--- config.mk ---
export PLATFORM = sky130hd
export DESIGN_NAME = pbmux_top
export DESIGN_NICKNAME = d
export VERILOG_FILES = /design/src/inc/pbmux_pkg.sv /design/src/logic/pbmux_sync.sv /design/src/logic/pbmux_fuse_latch.sv /design/src/logic/pbmux_top.sv
export VERILOG_INCLUDE_DIRS = /design/src /design/src/inc
export SDC_FILE = /design/constraint.sdc
export NUM_CORES = 1
export LEC_CHECK = 0
export ABC_CLOCK_PERIOD_IN_PS = 4900
export BUFFER_PORTS_ARGS = -buffer_cell sky130_fd_sc_hd__buf_4
export CAP_MARGIN = 20
export CORE_MARGIN = 3
export CORE_UTILIZATION = 24
export DETAILED_ROUTE_END_ITERATION = 10
export SETUP_SLACK_MARGIN = 0.3
export SLEW_MARGIN = 20
export SYNTH_ARGS = -nofsm -noshare
export SYNTH_HDL_FRONTEND = slang
export SYNTH_SLANG_ARGS = --single-unit
--- constraint.sdc ---
create_clock -name clk_i -period 4.9 [get_ports clk_i]
set_input_delay 0.735 -clock clk_i [delete_from_list [all_inputs] [get_ports clk_i]]
set_output_delay 0.735 -clock clk_i [all_outputs]
set_load 0.05 [all_outputs]
--- src/inc/pbmux_consts.svh ---
`ifndef PBMUX_CONSTS_SVH
`define PBMUX_CONSTS_SVH

// Port geometry
`define PBMUX_PORT_W 8
`define PBMUX_ANA_W 5
`define PBMUX_KEY_W 4
`define PBMUX_IRQ_W 3

// Pin positions on port B
`define PBMUX_BIT_FAULT 0
`define PBMUX_BIT_EPWM_C 1
`define PBMUX_BIT_EPWM_B 2
`define PBMUX_BIT_CAPTURE_COMPARE_CH2 3
`define PBMUX_BIT_EPWM_D 4
`define PBMUX_BIT_PROG_ENTRY 5
`define PBMUX_BIT_PROG_CLK 6
`define PBMUX_BIT_PROG_DATA 7
`define PBMUX_KEY_BASE 4

// Analog converter channel numbers and the lowest one on this port
`define PBMUX_ANA_CH_BASE 8
`define PBMUX_CH_OF_BIT0 12
`define PBMUX_CH_OF_BIT1 10
`define PBMUX_CH_OF_BIT2 8
`define PBMUX_CH_OF_BIT3 9
`define PBMUX_CH_OF_BIT4 11

// Enhanced PWM enable positions
`define PBMUX_EPWM_B 0
`define PBMUX_EPWM_C 1
`define PBMUX_EPWM_D 2

// Reset values
`define PBMUX_ANSEL_RST 5'h00
`define PBMUX_ANSEL_ALL 5'h1F
`define PBMUX_PORT_RST 8'h00
`define PBMUX_FUSE_ALT_RST 1'b1
`define PBMUX_FUSE_ANA_RST 1'b0
`define PBMUX_FUSE_LVP_RST 1'b0

`endif

--- src/inc/pbmux_pkg.sv ---
package pbmux_pkg;

    // Configuration fuses as caught after power-on reset
    typedef struct packed {
        logic alt_capture_pin_fuse;
        logic analog_default_fuse;
        logic low_voltage_prog_fuse;
    } pbmux_fuse_t;

    // Fuse capture sequence
    typedef enum logic [1:0] {
        PBMUX_FUSE_WAIT = 2'b00,
        PBMUX_FUSE_LOAD = 2'b01,
        PBMUX_FUSE_RUN = 2'b10
    } pbmux_fuse_state_t;

    // Drive of one port pin
    typedef struct packed {
        logic level;
        logic enable;
    } pbmux_drive_t;

endpackage : pbmux_pkg

--- src/logic/pbmux_sync.sv ---
`timescale 1ns/10ps
`default_nettype none
module pbmux_sync #(
    parameter int WIDTH = 8
) (
    input wire logic clk_i,
    input wire logic reset_i,
    input wire logic clk_en_i,
    input wire logic [WIDTH-1:0] async_i,
    output logic [WIDTH-1:0] sync_o
);
    logic [WIDTH-1:0] stage1;

    // First stage feeds only the second
    always_ff @(posedge clk_i or posedge reset_i) begin
        if (reset_i) begin
            stage1 <= '0;
            sync_o <= '0;
        end else if (clk_en_i) begin
            stage1 <= async_i;
            sync_o <= stage1;
        end
    end
endmodule : pbmux_sync
`default_nettype wire

--- src/logic/pbmux_fuse_latch.sv ---
`timescale 1ns/10ps
`default_nettype none
`include "pbmux_consts.svh"
module pbmux_fuse_latch
    import pbmux_pkg::*;
(
    input wire logic clk_i,
    input wire logic reset_i,
    input wire logic clk_en_i,
    input wire pbmux_fuse_t fuse_pins_i,
    output pbmux_fuse_t fuse_o,
    output logic load_o
);
    pbmux_fuse_state_t state;
    pbmux_fuse_state_t next_state;

    // Fuses are levels caught after release, never by the reset itself
    always_comb begin
        case (state)
            PBMUX_FUSE_WAIT: next_state = PBMUX_FUSE_LOAD;
            PBMUX_FUSE_LOAD: next_state = PBMUX_FUSE_RUN;
            PBMUX_FUSE_RUN: next_state = PBMUX_FUSE_RUN;
            default: next_state = PBMUX_FUSE_WAIT;
        endcase
    end

    always_ff @(posedge clk_i or posedge reset_i) begin
        if (reset_i) begin
            state <= PBMUX_FUSE_WAIT;
            fuse_o <= {`PBMUX_FUSE_ALT_RST, `PBMUX_FUSE_ANA_RST, `PBMUX_FUSE_LVP_RST};
            load_o <= 1'b0;
        end else if (clk_en_i) begin
            state <= next_state;
            load_o <= (state == PBMUX_FUSE_WAIT);
            if (state == PBMUX_FUSE_WAIT) begin
                fuse_o <= fuse_pins_i;
            end
        end
    end
endmodule : pbmux_fuse_latch
`default_nettype wire

--- src/logic/pbmux_top.sv ---
`timescale 1ns/10ps
`default_nettype none
`include "pbmux_consts.svh"
// Notes on behaviour
// - Fuse cleared: channel 2 on bit 3
// - Fuse default one: channel 2 on port C1
// - Direction zero drives latch; analog irrelevant
// - Direction one: data input, analog kills pull-up
// - Reset: bits 0-4 analog per analog fuse
// - Low-voltage fuse: bit 5 entry input only
// - Programming/debug disables other bit 6/7 functions
// - Programmer clock taken on bit 6
// - Bit 7 bidirectional programming data
// - Bits 4-7 inputs feed key change lines
// - Bits 0-2 inputs feed external interrupts
// - Bit 0 feeds PWM fault when enabled
// - 28-pin: bits 2,1,4 output PWM B,C,D
// - Channel 2 on bit 3: compare out, capture in
// - Bits 0-4 map converter channels 12,10,8,9,11
// - Bits 1,3 comparator inverting inputs 3,2
// - Pull-up needs enable bit, global disable clear
// - Pull-up off on outputs and at reset
module pbmux_top
    import pbmux_pkg::*;
#(
    parameter bit PIN28 = 1'b1,
    parameter int PORT_W = `PBMUX_PORT_W,
    parameter int ANA_W = `PBMUX_ANA_W
) (
    input wire logic clk_i,
    input wire logic reset_i,
    input wire logic clk_en_i,
    input wire pbmux_fuse_t fuse_pins_i,
    input wire logic [PORT_W-1:0] direction_bit_i,
    input wire logic [PORT_W-1:0] portb_output_latch_i,
    input wire logic [PORT_W-1:0] pullup_enable_bits_i,
    input wire logic pullup_global_dis_i,
    input wire logic analog_sel_wr_i,
    input wire logic [ANA_W-1:0] analog_sel_wdata_i,
    input wire logic [2:0] epwm_en_i,
    input wire logic epwm_out_b_i,
    input wire logic epwm_out_c_i,
    input wire logic epwm_out_d_i,
    input wire logic capture_compare_ch2_en_i,
    input wire logic capture_compare_ch2_i,
    input wire logic pwm_fault_en_i,
    input wire logic prog_debug_active_i,
    input wire logic prog_data_oe_i,
    input wire logic prog_data_out_i,
    input wire logic portc_bit1_dir_i,
    input wire logic portc_bit1_latch_i,
    input wire logic [PORT_W-1:0] portb_pin_i,
    input wire logic portc_bit1_pin_i,
    output logic [PORT_W-1:0] portb_pin_o,
    output logic [PORT_W-1:0] portb_pin_oe_o,
    output logic [PORT_W-1:0] portb_pullup_o,
    output logic portc_bit1_pin_o,
    output logic portc_bit1_pin_oe_o,
    output logic [PORT_W-1:0] portb_data_o,
    output logic [ANA_W-1:0] analog_sel_o,
    output logic [ANA_W-1:0] analog_ch_en_o,
    output logic comparator_neg_in2_en_o,
    output logic comparator_neg_in3_en_o,
    output logic [2:0] ext_irq_in_o,
    output logic [3:0] key_change_in_o,
    output logic pwm_fault_in_o,
    output logic capture_compare_ch2_capture_o,
    output logic capture_compare_ch2_on_portb_o,
    output logic prog_entry_input_o,
    output logic prog_serial_clock_o,
    output logic prog_serial_data_o
);

    // A digital receiver sees the pin only when it is an input,
    // not analog and not taken by programming.
    function automatic logic dig_in(input logic dir, input logic ana, input logic ovr,
                                    input logic lvl);
        dig_in = dir & ~ana & ~ovr & lvl;
    endfunction : dig_in

    // Pin drive from one source chosen ahead of the latch.
    function automatic pbmux_drive_t pick(input logic dir, input logic sel, input logic src,
                                          input logic lat);
        pick.enable = ~dir;
        pick.level = sel ? src : lat;
    endfunction : pick

    pbmux_fuse_t fuse;
    logic fuse_load;
    logic [PORT_W-1:0] pin_sync;
    logic [0:0] portc_sync;
    logic [ANA_W-1:0] analog_sel;

    // Fuse levels are static after power-up, so one capture edge is enough
    pbmux_fuse_latch u_fuse (
        .clk_i(clk_i),
        .reset_i(reset_i),
        .clk_en_i(clk_en_i),
        .fuse_pins_i(fuse_pins_i),
        .fuse_o(fuse),
        .load_o(fuse_load)
    );

    // Pad levels are asynchronous; two stages before any receiver reads them
    pbmux_sync #(
        .WIDTH(PORT_W)
    ) u_sync_b (
        .clk_i(clk_i),
        .reset_i(reset_i),
        .clk_en_i(clk_en_i),
        .async_i(portb_pin_i),
        .sync_o(pin_sync)
    );

    pbmux_sync #(
        .WIDTH(1)
    ) u_sync_c (
        .clk_i(clk_i),
        .reset_i(reset_i),
        .clk_en_i(clk_en_i),
        .async_i(portc_bit1_pin_i),
        .sync_o(portc_sync)
    );

    // Mode decode
    wire prog_on = prog_debug_active_i;
    wire lvp_on = fuse.low_voltage_prog_fuse;
    wire capture_compare_ch2_rb3 = ~fuse.alt_capture_pin_fuse;
    wire capture_compare_ch2_rc1 = fuse.alt_capture_pin_fuse;

    // Pins taken away from their port functions
    wire [PORT_W-1:0] ovr;
    // Override beats direction and analog select, so a programmer never fights a pad
    assign ovr = {prog_on, prog_on, lvp_on, 5'h00};

    wire [PORT_W-1:0] ana;
    assign ana = {{(PORT_W-ANA_W){1'b0}}, analog_sel};

    // Analog select, loaded from the fuse once after power-on reset
    // A write landing on the load edge is lost; software writes after the preset
    wire [ANA_W-1:0] next_analog_sel =
        fuse_load ? (fuse.analog_default_fuse ? `PBMUX_ANSEL_ALL : `PBMUX_ANSEL_RST) :
        analog_sel_wr_i ? analog_sel_wdata_i : analog_sel;

    // Drive selection per pin; analog select never enters here
    wire use_c = PIN28 & epwm_en_i[`PBMUX_EPWM_C];
    wire use_b = PIN28 & epwm_en_i[`PBMUX_EPWM_B];
    wire use_d = PIN28 & epwm_en_i[`PBMUX_EPWM_D];
    wire use_capture_compare_ch2 = capture_compare_ch2_rb3 & capture_compare_ch2_en_i;

    // One source per pad: the function picks a peripheral over the latch
    pbmux_drive_t drv [PORT_W];
    assign drv[0] = pick(direction_bit_i[0], 1'b0, 1'b0, portb_output_latch_i[0]);
    assign drv[1] = pick(direction_bit_i[1], use_c, epwm_out_c_i, portb_output_latch_i[1]);
    assign drv[2] = pick(direction_bit_i[2], use_b, epwm_out_b_i, portb_output_latch_i[2]);
    assign drv[3] = pick(direction_bit_i[3], use_capture_compare_ch2, capture_compare_ch2_i,
                         portb_output_latch_i[3]);
    assign drv[4] = pick(direction_bit_i[4], use_d, epwm_out_d_i, portb_output_latch_i[4]);

    // Entry pin is input only under the low-voltage fuse
    pbmux_drive_t drv5_port;
    assign drv5_port = pick(direction_bit_i[5], 1'b0, 1'b0, portb_output_latch_i[5]);
    assign drv[5].enable = drv5_port.enable & ~lvp_on;
    assign drv[5].level = drv5_port.level;

    // Programming clock pin never driven while programming is active
    pbmux_drive_t drv6_port;
    assign drv6_port = pick(direction_bit_i[6], 1'b0, 1'b0, portb_output_latch_i[6]);
    assign drv[6].enable = drv6_port.enable & ~prog_on;
    assign drv[6].level = drv6_port.level;

    // While programming is active, data pin direction follows the programming engine, not the direction bit
    // The engine owns the turnaround; a clash with the programmer is its to avoid
    pbmux_drive_t drv7_port;
    assign drv7_port = pick(direction_bit_i[7], 1'b0, 1'b0, portb_output_latch_i[7]);
    assign drv[7].enable = prog_on ? prog_data_oe_i : drv7_port.enable;
    assign drv[7].level = prog_on ? prog_data_out_i : drv7_port.level;

    wire [PORT_W-1:0] next_pin;
    wire [PORT_W-1:0] next_oe;
    wire [PORT_W-1:0] next_pullup;
    wire [PORT_W-1:0] next_data;

    for (genvar i = 0; i < PORT_W; i++) begin : g_pin
        assign next_pin[i] = drv[i].level;
        assign next_oe[i] = drv[i].enable;
        // Pull-up only on an undriven digital input
        assign next_pullup[i] = pullup_enable_bits_i[i] & ~pullup_global_dis_i
                                & ~drv[i].enable & ~ana[i] & ~ovr[i];
        // Analog pins read as zero
        assign next_data[i] = dig_in(direction_bit_i[i], ana[i], ovr[i], pin_sync[i]);
    end

    // Interrupt and change-detect receivers
    wire [2:0] next_irq;
    for (genvar k = 0; k < 3; k++) begin : g_irq
        assign next_irq[k] = dig_in(direction_bit_i[k], ana[k], ovr[k], pin_sync[k]);
    end

    // Bits 6 and 7 lose their key lines while programming, through the override
    wire [3:0] next_key;
    for (genvar k = 0; k < 4; k++) begin : g_key
        localparam int B = `PBMUX_KEY_BASE + k;
        assign next_key[k] = dig_in(direction_bit_i[B], ana[B], ovr[B], pin_sync[B]);
    end

    // Bit 0 is never taken by programming, so the fault path skips the override
    wire next_fault = pwm_fault_en_i & dig_in(direction_bit_i[`PBMUX_BIT_FAULT],
                                              ana[`PBMUX_BIT_FAULT], 1'b0,
                                              pin_sync[`PBMUX_BIT_FAULT]);

    // Capture input comes from whichever pin owns channel 2
    wire cap_b = dig_in(direction_bit_i[`PBMUX_BIT_CAPTURE_COMPARE_CH2], ana[`PBMUX_BIT_CAPTURE_COMPARE_CH2], 1'b0,
                        pin_sync[`PBMUX_BIT_CAPTURE_COMPARE_CH2]);
    // Port C bit 1 has no analog option here, so only its direction gates capture
    wire cap_c = portc_bit1_dir_i & portc_sync[0];
    wire next_capture = capture_compare_ch2_rb3 ? cap_b : cap_c;

    // Port C bit 1: compare/PWM output wins over latch there
    wire next_pc1 = (capture_compare_ch2_rc1 & capture_compare_ch2_en_i) ? capture_compare_ch2_i : portc_bit1_latch_i;
    wire next_pc1_oe = ~portc_bit1_dir_i;

    // Converter channel enables, indexed from the lowest channel on this port
    wire [ANA_W-1:0] next_ch_en;
    assign next_ch_en[`PBMUX_CH_OF_BIT0 - `PBMUX_ANA_CH_BASE] = analog_sel[0];
    assign next_ch_en[`PBMUX_CH_OF_BIT1 - `PBMUX_ANA_CH_BASE] = analog_sel[1];
    assign next_ch_en[`PBMUX_CH_OF_BIT2 - `PBMUX_ANA_CH_BASE] = analog_sel[2];
    assign next_ch_en[`PBMUX_CH_OF_BIT3 - `PBMUX_ANA_CH_BASE] = analog_sel[3];
    assign next_ch_en[`PBMUX_CH_OF_BIT4 - `PBMUX_ANA_CH_BASE] = analog_sel[4];

    // Comparators share the converter's select
    wire next_cmp2 = analog_sel[`PBMUX_BIT_CAPTURE_COMPARE_CH2];
    wire next_cmp3 = analog_sel[`PBMUX_BIT_EPWM_C];

    // Programming receivers, Schmitt inputs ignoring direction
    wire next_entry = lvp_on & pin_sync[`PBMUX_BIT_PROG_ENTRY];
    wire next_pclk = prog_on & pin_sync[`PBMUX_BIT_PROG_CLK];
    wire next_pdat = prog_on & ~prog_data_oe_i & pin_sync[`PBMUX_BIT_PROG_DATA];

    // Every output is a flip-flop; the pins lag their controls by one edge,
    // traded for glitch-free pads.
    always_ff @(posedge clk_i or posedge reset_i) begin
        if (reset_i) begin
            analog_sel <= `PBMUX_ANSEL_RST;
            portb_pin_o <= `PBMUX_PORT_RST;
            portb_pin_oe_o <= `PBMUX_PORT_RST;
            portb_pullup_o <= `PBMUX_PORT_RST;
            portb_data_o <= `PBMUX_PORT_RST;
        end else if (clk_en_i) begin
            analog_sel <= next_analog_sel;
            portb_pin_o <= next_pin;
            portb_pin_oe_o <= next_oe;
            portb_pullup_o <= next_pullup;
            portb_data_o <= next_data;
        end
    end

    // Port C controls one edge after their inputs like the pins; analog controls two edges after the select write
    always_ff @(posedge clk_i or posedge reset_i) begin
        if (reset_i) begin
            portc_bit1_pin_o <= 1'b0;
            portc_bit1_pin_oe_o <= 1'b0;
            analog_sel_o <= `PBMUX_ANSEL_RST;
            analog_ch_en_o <= `PBMUX_ANSEL_RST;
            comparator_neg_in2_en_o <= 1'b0;
            comparator_neg_in3_en_o <= 1'b0;
            capture_compare_ch2_on_portb_o <= 1'b0;
        end else if (clk_en_i) begin
            portc_bit1_pin_o <= next_pc1;
            portc_bit1_pin_oe_o <= next_pc1_oe;
            analog_sel_o <= analog_sel;
            analog_ch_en_o <= next_ch_en;
            comparator_neg_in2_en_o <= next_cmp2;
            comparator_neg_in3_en_o <= next_cmp3;
            capture_compare_ch2_on_portb_o <= capture_compare_ch2_rb3;
        end
    end

    // Receivers: three edges after the pad, two of them in the synchroniser
    always_ff @(posedge clk_i or posedge reset_i) begin
        if (reset_i) begin
            ext_irq_in_o <= 3'h0;
            key_change_in_o <= 4'h0;
            pwm_fault_in_o <= 1'b0;
            capture_compare_ch2_capture_o <= 1'b0;
            prog_entry_input_o <= 1'b0;
            prog_serial_clock_o <= 1'b0;
            prog_serial_data_o <= 1'b0;
        end else if (clk_en_i) begin
            ext_irq_in_o <= next_irq;
            key_change_in_o <= next_key;
            pwm_fault_in_o <= next_fault;
            capture_compare_ch2_capture_o <= next_capture;
            prog_entry_input_o <= next_entry;
            prog_serial_clock_o <= next_pclk;
            prog_serial_data_o <= next_pdat;
        end
    end

endmodule : pbmux_top
`default_nettype wire

==> flow_summary.html <==
<table>
<tr><th>Metric</th><th>Value</th></tr>
<tr><th colspan="2">Run status</th></tr>
<tr><td>Status</td><td>finished clean</td></tr>
<tr><th colspan="2">Power and ir drop</th></tr>
<tr><td>Gate power share</td><td>34.2%</td></tr>
<tr><td>Sw power</td><td>827.2 µW</td></tr>
<tr><td>Power, Total</td><td>2259 µW</td></tr>
<tr><td>P_leak</td><td>0.002048 µW</td></tr>
<tr><td>Power density over cell area</td><td>524.0 mW/mm²</td></tr>
<tr><td>Worst supply voltage drop on vdd</td><td>approximately 0.00034 V</td></tr>
<tr><td>Clock Power Share</td><td>between 20% and 30%</td></tr>
<tr><td>Internal cell power</td><td>1432 µW</td></tr>
<tr><td>Power share of the sequential group</td><td>36.4%</td></tr>
<tr><td>Net switching share of the total power</td><td>36.62%</td></tr>
<tr><th colspan="2">Global route</th></tr>
<tr><td>First-pass GRT wire length</td><td>roughly 12000 µm</td></tr>
<tr><td>Total track usage</td><td>10.62%</td></tr>
<tr><td>Remaining global-route overflow</td><td>0</td></tr>
<tr><td>Number of antenna violations at the first check in global routing</td><td>1</td></tr>
<tr><td>Largest net degree at the start of global routing</td><td>between 80 and 90</td></tr>
<tr><td>Number of global-route vias before repair</td><td>2183</td></tr>
<tr><th colspan="2">CTS</th></tr>
<tr><td>Clk Tree Root Cell</td><td>sky130_fd_sc_hd__clkbuf_16</td></tr>
<tr><td>Post-CTS Hold Fix Bufs</td><td>0</td></tr>
<tr><td>TritonCTS clock tree</td><td>yes</td></tr>
<tr><td>CTS HTree Levels</td><td>3</td></tr>
<tr><td>Source-to-sink clock delay at the later pin of the worst-skew pair</td><td>about 320 ps</td></tr>
<tr><td>Clock sinks</td><td>73</td></tr>
<tr><td>Total clock buffers created by CTS</td><td>9</td></tr>
<tr><td>Post-CTS clock slew at the launch and capture registers of the worst setup and hold paths</td><td>60 ps</td></tr>
<tr><td>Cts repair resizes</td><td>0</td></tr>
<tr><td>Clock Path Buffers</td><td>2</td></tr>
<tr><td>Postcts setup bufs</td><td>0</td></tr>
<tr><th colspan="2">Synth</th></tr>
<tr><td>YS warnings</td><td>0</td></tr>
<tr><td>Average cell area after synthesis</td><td>12.89 µm²</td></tr>
<tr><td>Yosys cell types</td><td>31</td></tr>
<tr><td>Post-Synthesis Net Count</td><td>304</td></tr>
<tr><td>Synthesized instance count</td><td>243</td></tr>
<tr><td>Cell Area, Synth</td><td>0.003132 mm²</td></tr>
<tr><td>Sequential share of the synthesized area</td><td>58.37%</td></tr>
<tr><td>Flip-flop and latch count after synthesis</td><td>73</td></tr>
<tr><th colspan="2">STA</th></tr>
<tr><td>Final cycle utilization of the critical path</td><td>approximately two fifths</td></tr>
<tr><td>Unrepaired setup endpoints after global routing</td><td>false</td></tr>
<tr><td>Final Critical Period</td><td>2057 ps</td></tr>
<tr><td>Slew @ Worst Pin</td><td>around 940 ps</td></tr>
<tr><td>Minimum setup slack in the final design</td><td>2843 ps</td></tr>
<tr><td>Post-Route Setup TNS</td><td>0 ps</td></tr>
<tr><td>Max Transition Viols Final</td><td>0</td></tr>
<tr><td>Final setup vio count</td><td>0</td></tr>
<tr><td>Final clock skew</td><td>roughly 4.5 ps</td></tr>
<tr><td>Worst-case headroom to the max-slew limit</td><td>between 30% and 40%</td></tr>
<tr><td>Final Hold Vio Count</td><td>0</td></tr>
<tr><td>Highest clock frequency the design can meet</td><td>a little under 0.5 GHz</td></tr>
<tr><th colspan="2">Finish</th></tr>
<tr><td>Antenna cells</td><td>0</td></tr>
<tr><td>Non-filler instance count after layout</td><td>523</td></tr>
<tr><td>Area growth from synthesis to final layout</td><td>37.63%</td></tr>
<tr><td>Nets@finish</td><td>between 400 and 500</td></tr>
<tr><td>Count of filler cells inserted in the layout</td><td>1276</td></tr>
<tr><td>Share of post-route cells with drive strength above 1</td><td>49.29%</td></tr>
<tr><td>Post-route standard cell area excluding fillers</td><td>0.004310 mm²</td></tr>
<tr><th colspan="2">Hold path</th></tr>
<tr><td>Hold Path Class</td><td>flip-flop to flip-flop</td></tr>
<tr><th colspan="2">Detailed routing</th></tr>
<tr><td>DRC violation count after routing</td><td>0</td></tr>
<tr><td>Mean number of vias per cell</td><td>4.268</td></tr>
<tr><td>Antenna-violating nets left</td><td>0</td></tr>
<tr><td>Pre-Repair DR Iteration Count</td><td>4</td></tr>
<tr><td>Routed len/inst</td><td>14.40 µm</td></tr>
<tr><td>Vias after detailed routing</td><td>2232</td></tr>
<tr><td>Detailed Route Iter0 Violations</td><td>126</td></tr>
<tr><td>Final Routed Wirelength</td><td>7531 µm</td></tr>
<tr><th colspan="2">Worst setup path</th></tr>
<tr><td>Worst setup slack for register-to-register paths</td><td>3690 ps</td></tr>
<tr><td>Count of buffering cells on the critical path with inverters included</td><td>1</td></tr>
<tr><td>Crit end category</td><td>flip-flop</td></tr>
<tr><td>Category of the critical setup timing path</td><td>primary input to flip-flop</td></tr>
<tr><td>Worst EP required</td><td>slightly above 5000 ps</td></tr>
<tr><td>Cells along the critical path</td><td>buf_4 &gt; nor2b_1 &gt; a32o_1</td></tr>
<tr><td>Gate family responsible for the most delay along the worst path</td><td>buffers and inverters</td></tr>
<tr><td>Critical-path top delay cell</td><td>sky130_fd_sc_hd__buf_4</td></tr>
<tr><td>Critical-path maximum fanout</td><td>83</td></tr>
<tr><td>Delay of the slowest cell on the worst path</td><td>650 ps</td></tr>
<tr><td>Arrival time worst endpoint</td><td>2310 ps</td></tr>
<tr><td>Nature of the critical path startpoint</td><td>primary input</td></tr>
<tr><th colspan="2">Run</th></tr>
<tr><td>Maximum Capacitance Violations</td><td>0</td></tr>
<tr><th colspan="2">Die</th></tr>
<tr><td>Core area</td><td>0.01267 mm²</td></tr>
<tr><td>Vertical die dimension</td><td>120.2 µm</td></tr>
<tr><td>Row count</td><td>between 40 and 50</td></tr>
<tr><td>Ports</td><td>119</td></tr>
<tr><td>Horizontal die dimension</td><td>about 120 µm</td></tr>
<tr><td>Die outline area</td><td>0.01446 mm²</td></tr>
<tr><td>Starting density of the core</td><td>24.72%</td></tr>
<tr><th colspan="2">Placement</th></tr>
<tr><td>Placed Instance Area</td><td>0.004001 mm²</td></tr>
<tr><td>Quantity of I/O buffers inserted on ports</td><td>118</td></tr>
<tr><td>Final GP Congestion</td><td>0.6773</td></tr>
<tr><td>Final HPWL from detailed placement</td><td>~5500 µm</td></tr>
<tr><td>Minimum setup slack after placement</td><td>2499 ps</td></tr>
<tr><td>DP Cell Count</td><td>507</td></tr>
</table>
[final cells by class]
| type | instances | area (µm²) | area share [%] |
|---|---|---|---|
| repair buffers | 119 | 893.4 | 20.73 |
| clock buffers | 14 | 274.0 | 6.357 |
| well taps | 172 | 215.2 | 4.993 |
| inverters | 11 | 42.54 | 0.9869 |
| flip-flops and latches | 73 | 1828 | 42.41 |
| clock inverters | 2 | 35.03 | 0.8128 |
| multi-input cells | 132 | 1022 | 23.72 |
[flip-flops by register name, summed over array words and instances, names as in the netlist, 2 cells and up]
register and count:
portb_pin_o 8, portb_pin_oe_o 8, portb_pullup_o 8, u_sync_b.stage1 8, u_sync_b.sync_o 8, analog_sel 5
analog_ch_en_o 4, key_change_in_o 4, u_fuse.fuse_o 3, ext_irq_in_o 2, portb_data_o 2
[worst register-to-register path, stage by stage, from the launching register on]
cell and delay (ps):
sky130_fd_sc_hd__dfrtp_1 370, sky130_fd_sc_hd__inv_1 60, sky130_fd_sc_hd__ha_1 180, sky130_fd_sc_hd__nand2_1 130, sky130_fd_sc_hd__mux2_2 350
[synth_stat cells (all sizes together)]
cell	instances	area share, %
or2	1	0.20
nand4b	2	0.56
nor2b	17	3.4
nand2b	10	2.0
o21a	1	0.24
buf	27	7.7
nor2	7	0.84
nand4bb	1	0.36
ha	1	0.40
o221ai	6	1.7
inv	11	1.3
nand3	3	0.48
dfstp	1	0.84
a32o	8	2.6
o21ai	10	1.6
dfrtp	72	58
a31o	6	1.7
a21oi	4	0.64
a21bo	1	0.32
a22o	4	1.1
and2	2	0.40
o31ai	2	0.48
mux2i	4	1.3
a41o	1	0.32
a31oi	3	0.60
mux2	29	10
nand2	9	1.1
[metal layers]
| layer | part of all wire (%) | track usage (%) | up-vias |
|---|---|---|---|
| met5 | 0.17 | 0 | - |
| met4 | 1.1 | 2.975 | 2 |
| met3 | 7.5 | 4.163 | 10 |
| met2 | 49 | 16.86 | 75 |
| met1 | 42 | 13.52 | 1091 |
| li1 | - | - | 1054 |
[path summary, 6_finish.rpt]
kind	to	from	depth (start not counted)
min in group asynchronous	portb_pin_o[6]	reset_i	3
worst min-delay path	portc_bit1_pin_oe_o	portc_bit1_pin_oe_o	2
worst min register to register	portc_bit1_pin_oe_o	portc_bit1_pin_oe_o	2
worst max register to register	u_fuse.fuse_o[1]	u_fuse.load_o	4
worst max-delay path	portb_pullup_o[6]	clk_en_i	3
max in group asynchronous	u_sync_b.stage1[0]	reset_i	3
[per-stage QoR]
| step | utilization, % | hold slack, ps |
|---|---|---|
| 2_1_floorplan | - | 468.4 |
| 3_3_place_gp | 31.58 | 477.6 |
| 3_5_place_dp | 31.58 | 481.1 |
| 4_1_cts | 34.02 | 493.4 |
| 5_1_grt | 34.02 | 502.3 |
| 6_report | 34.02 | 491.9 |
[power by group through the flow]
stage	registers (µW)	logic [µW]	clock network, µW
after CTS	826	783	687
after floorplan	1030	377	0
final	823	772	664
after global placement	832	775	0
after global routing	845	816	712
after detailed placement	836	781	0
[cell usage in the layout, fill, tap and decap left out, drive strengths merged, types with 3 or more instances in the layout]
master,count
a21oi,4
a22o,4
a31o,6
a31oi,3
a32o,8
buf,119
clkbuf,14
dfrtp,72
inv,10
mux2,29
mux2i,4
nand2,9
nand2b,10
nand3,3
nor2,7
nor2b,17
o21ai,10
o221ai,6
[logic make-up after synthesis]
kind of cell,after synthesis,share of synthesized area (%)
AO/OA/AOI/OAI,46,11.23
adder cells (fa/ha/maj),1,0.3995
flip-flops,73,58.37
buffers and inverters,38,8.989
AND/OR/NAND/NOR,52,9.309
multiplexers,33,11.71
Power figures use the tool's default switching activity.
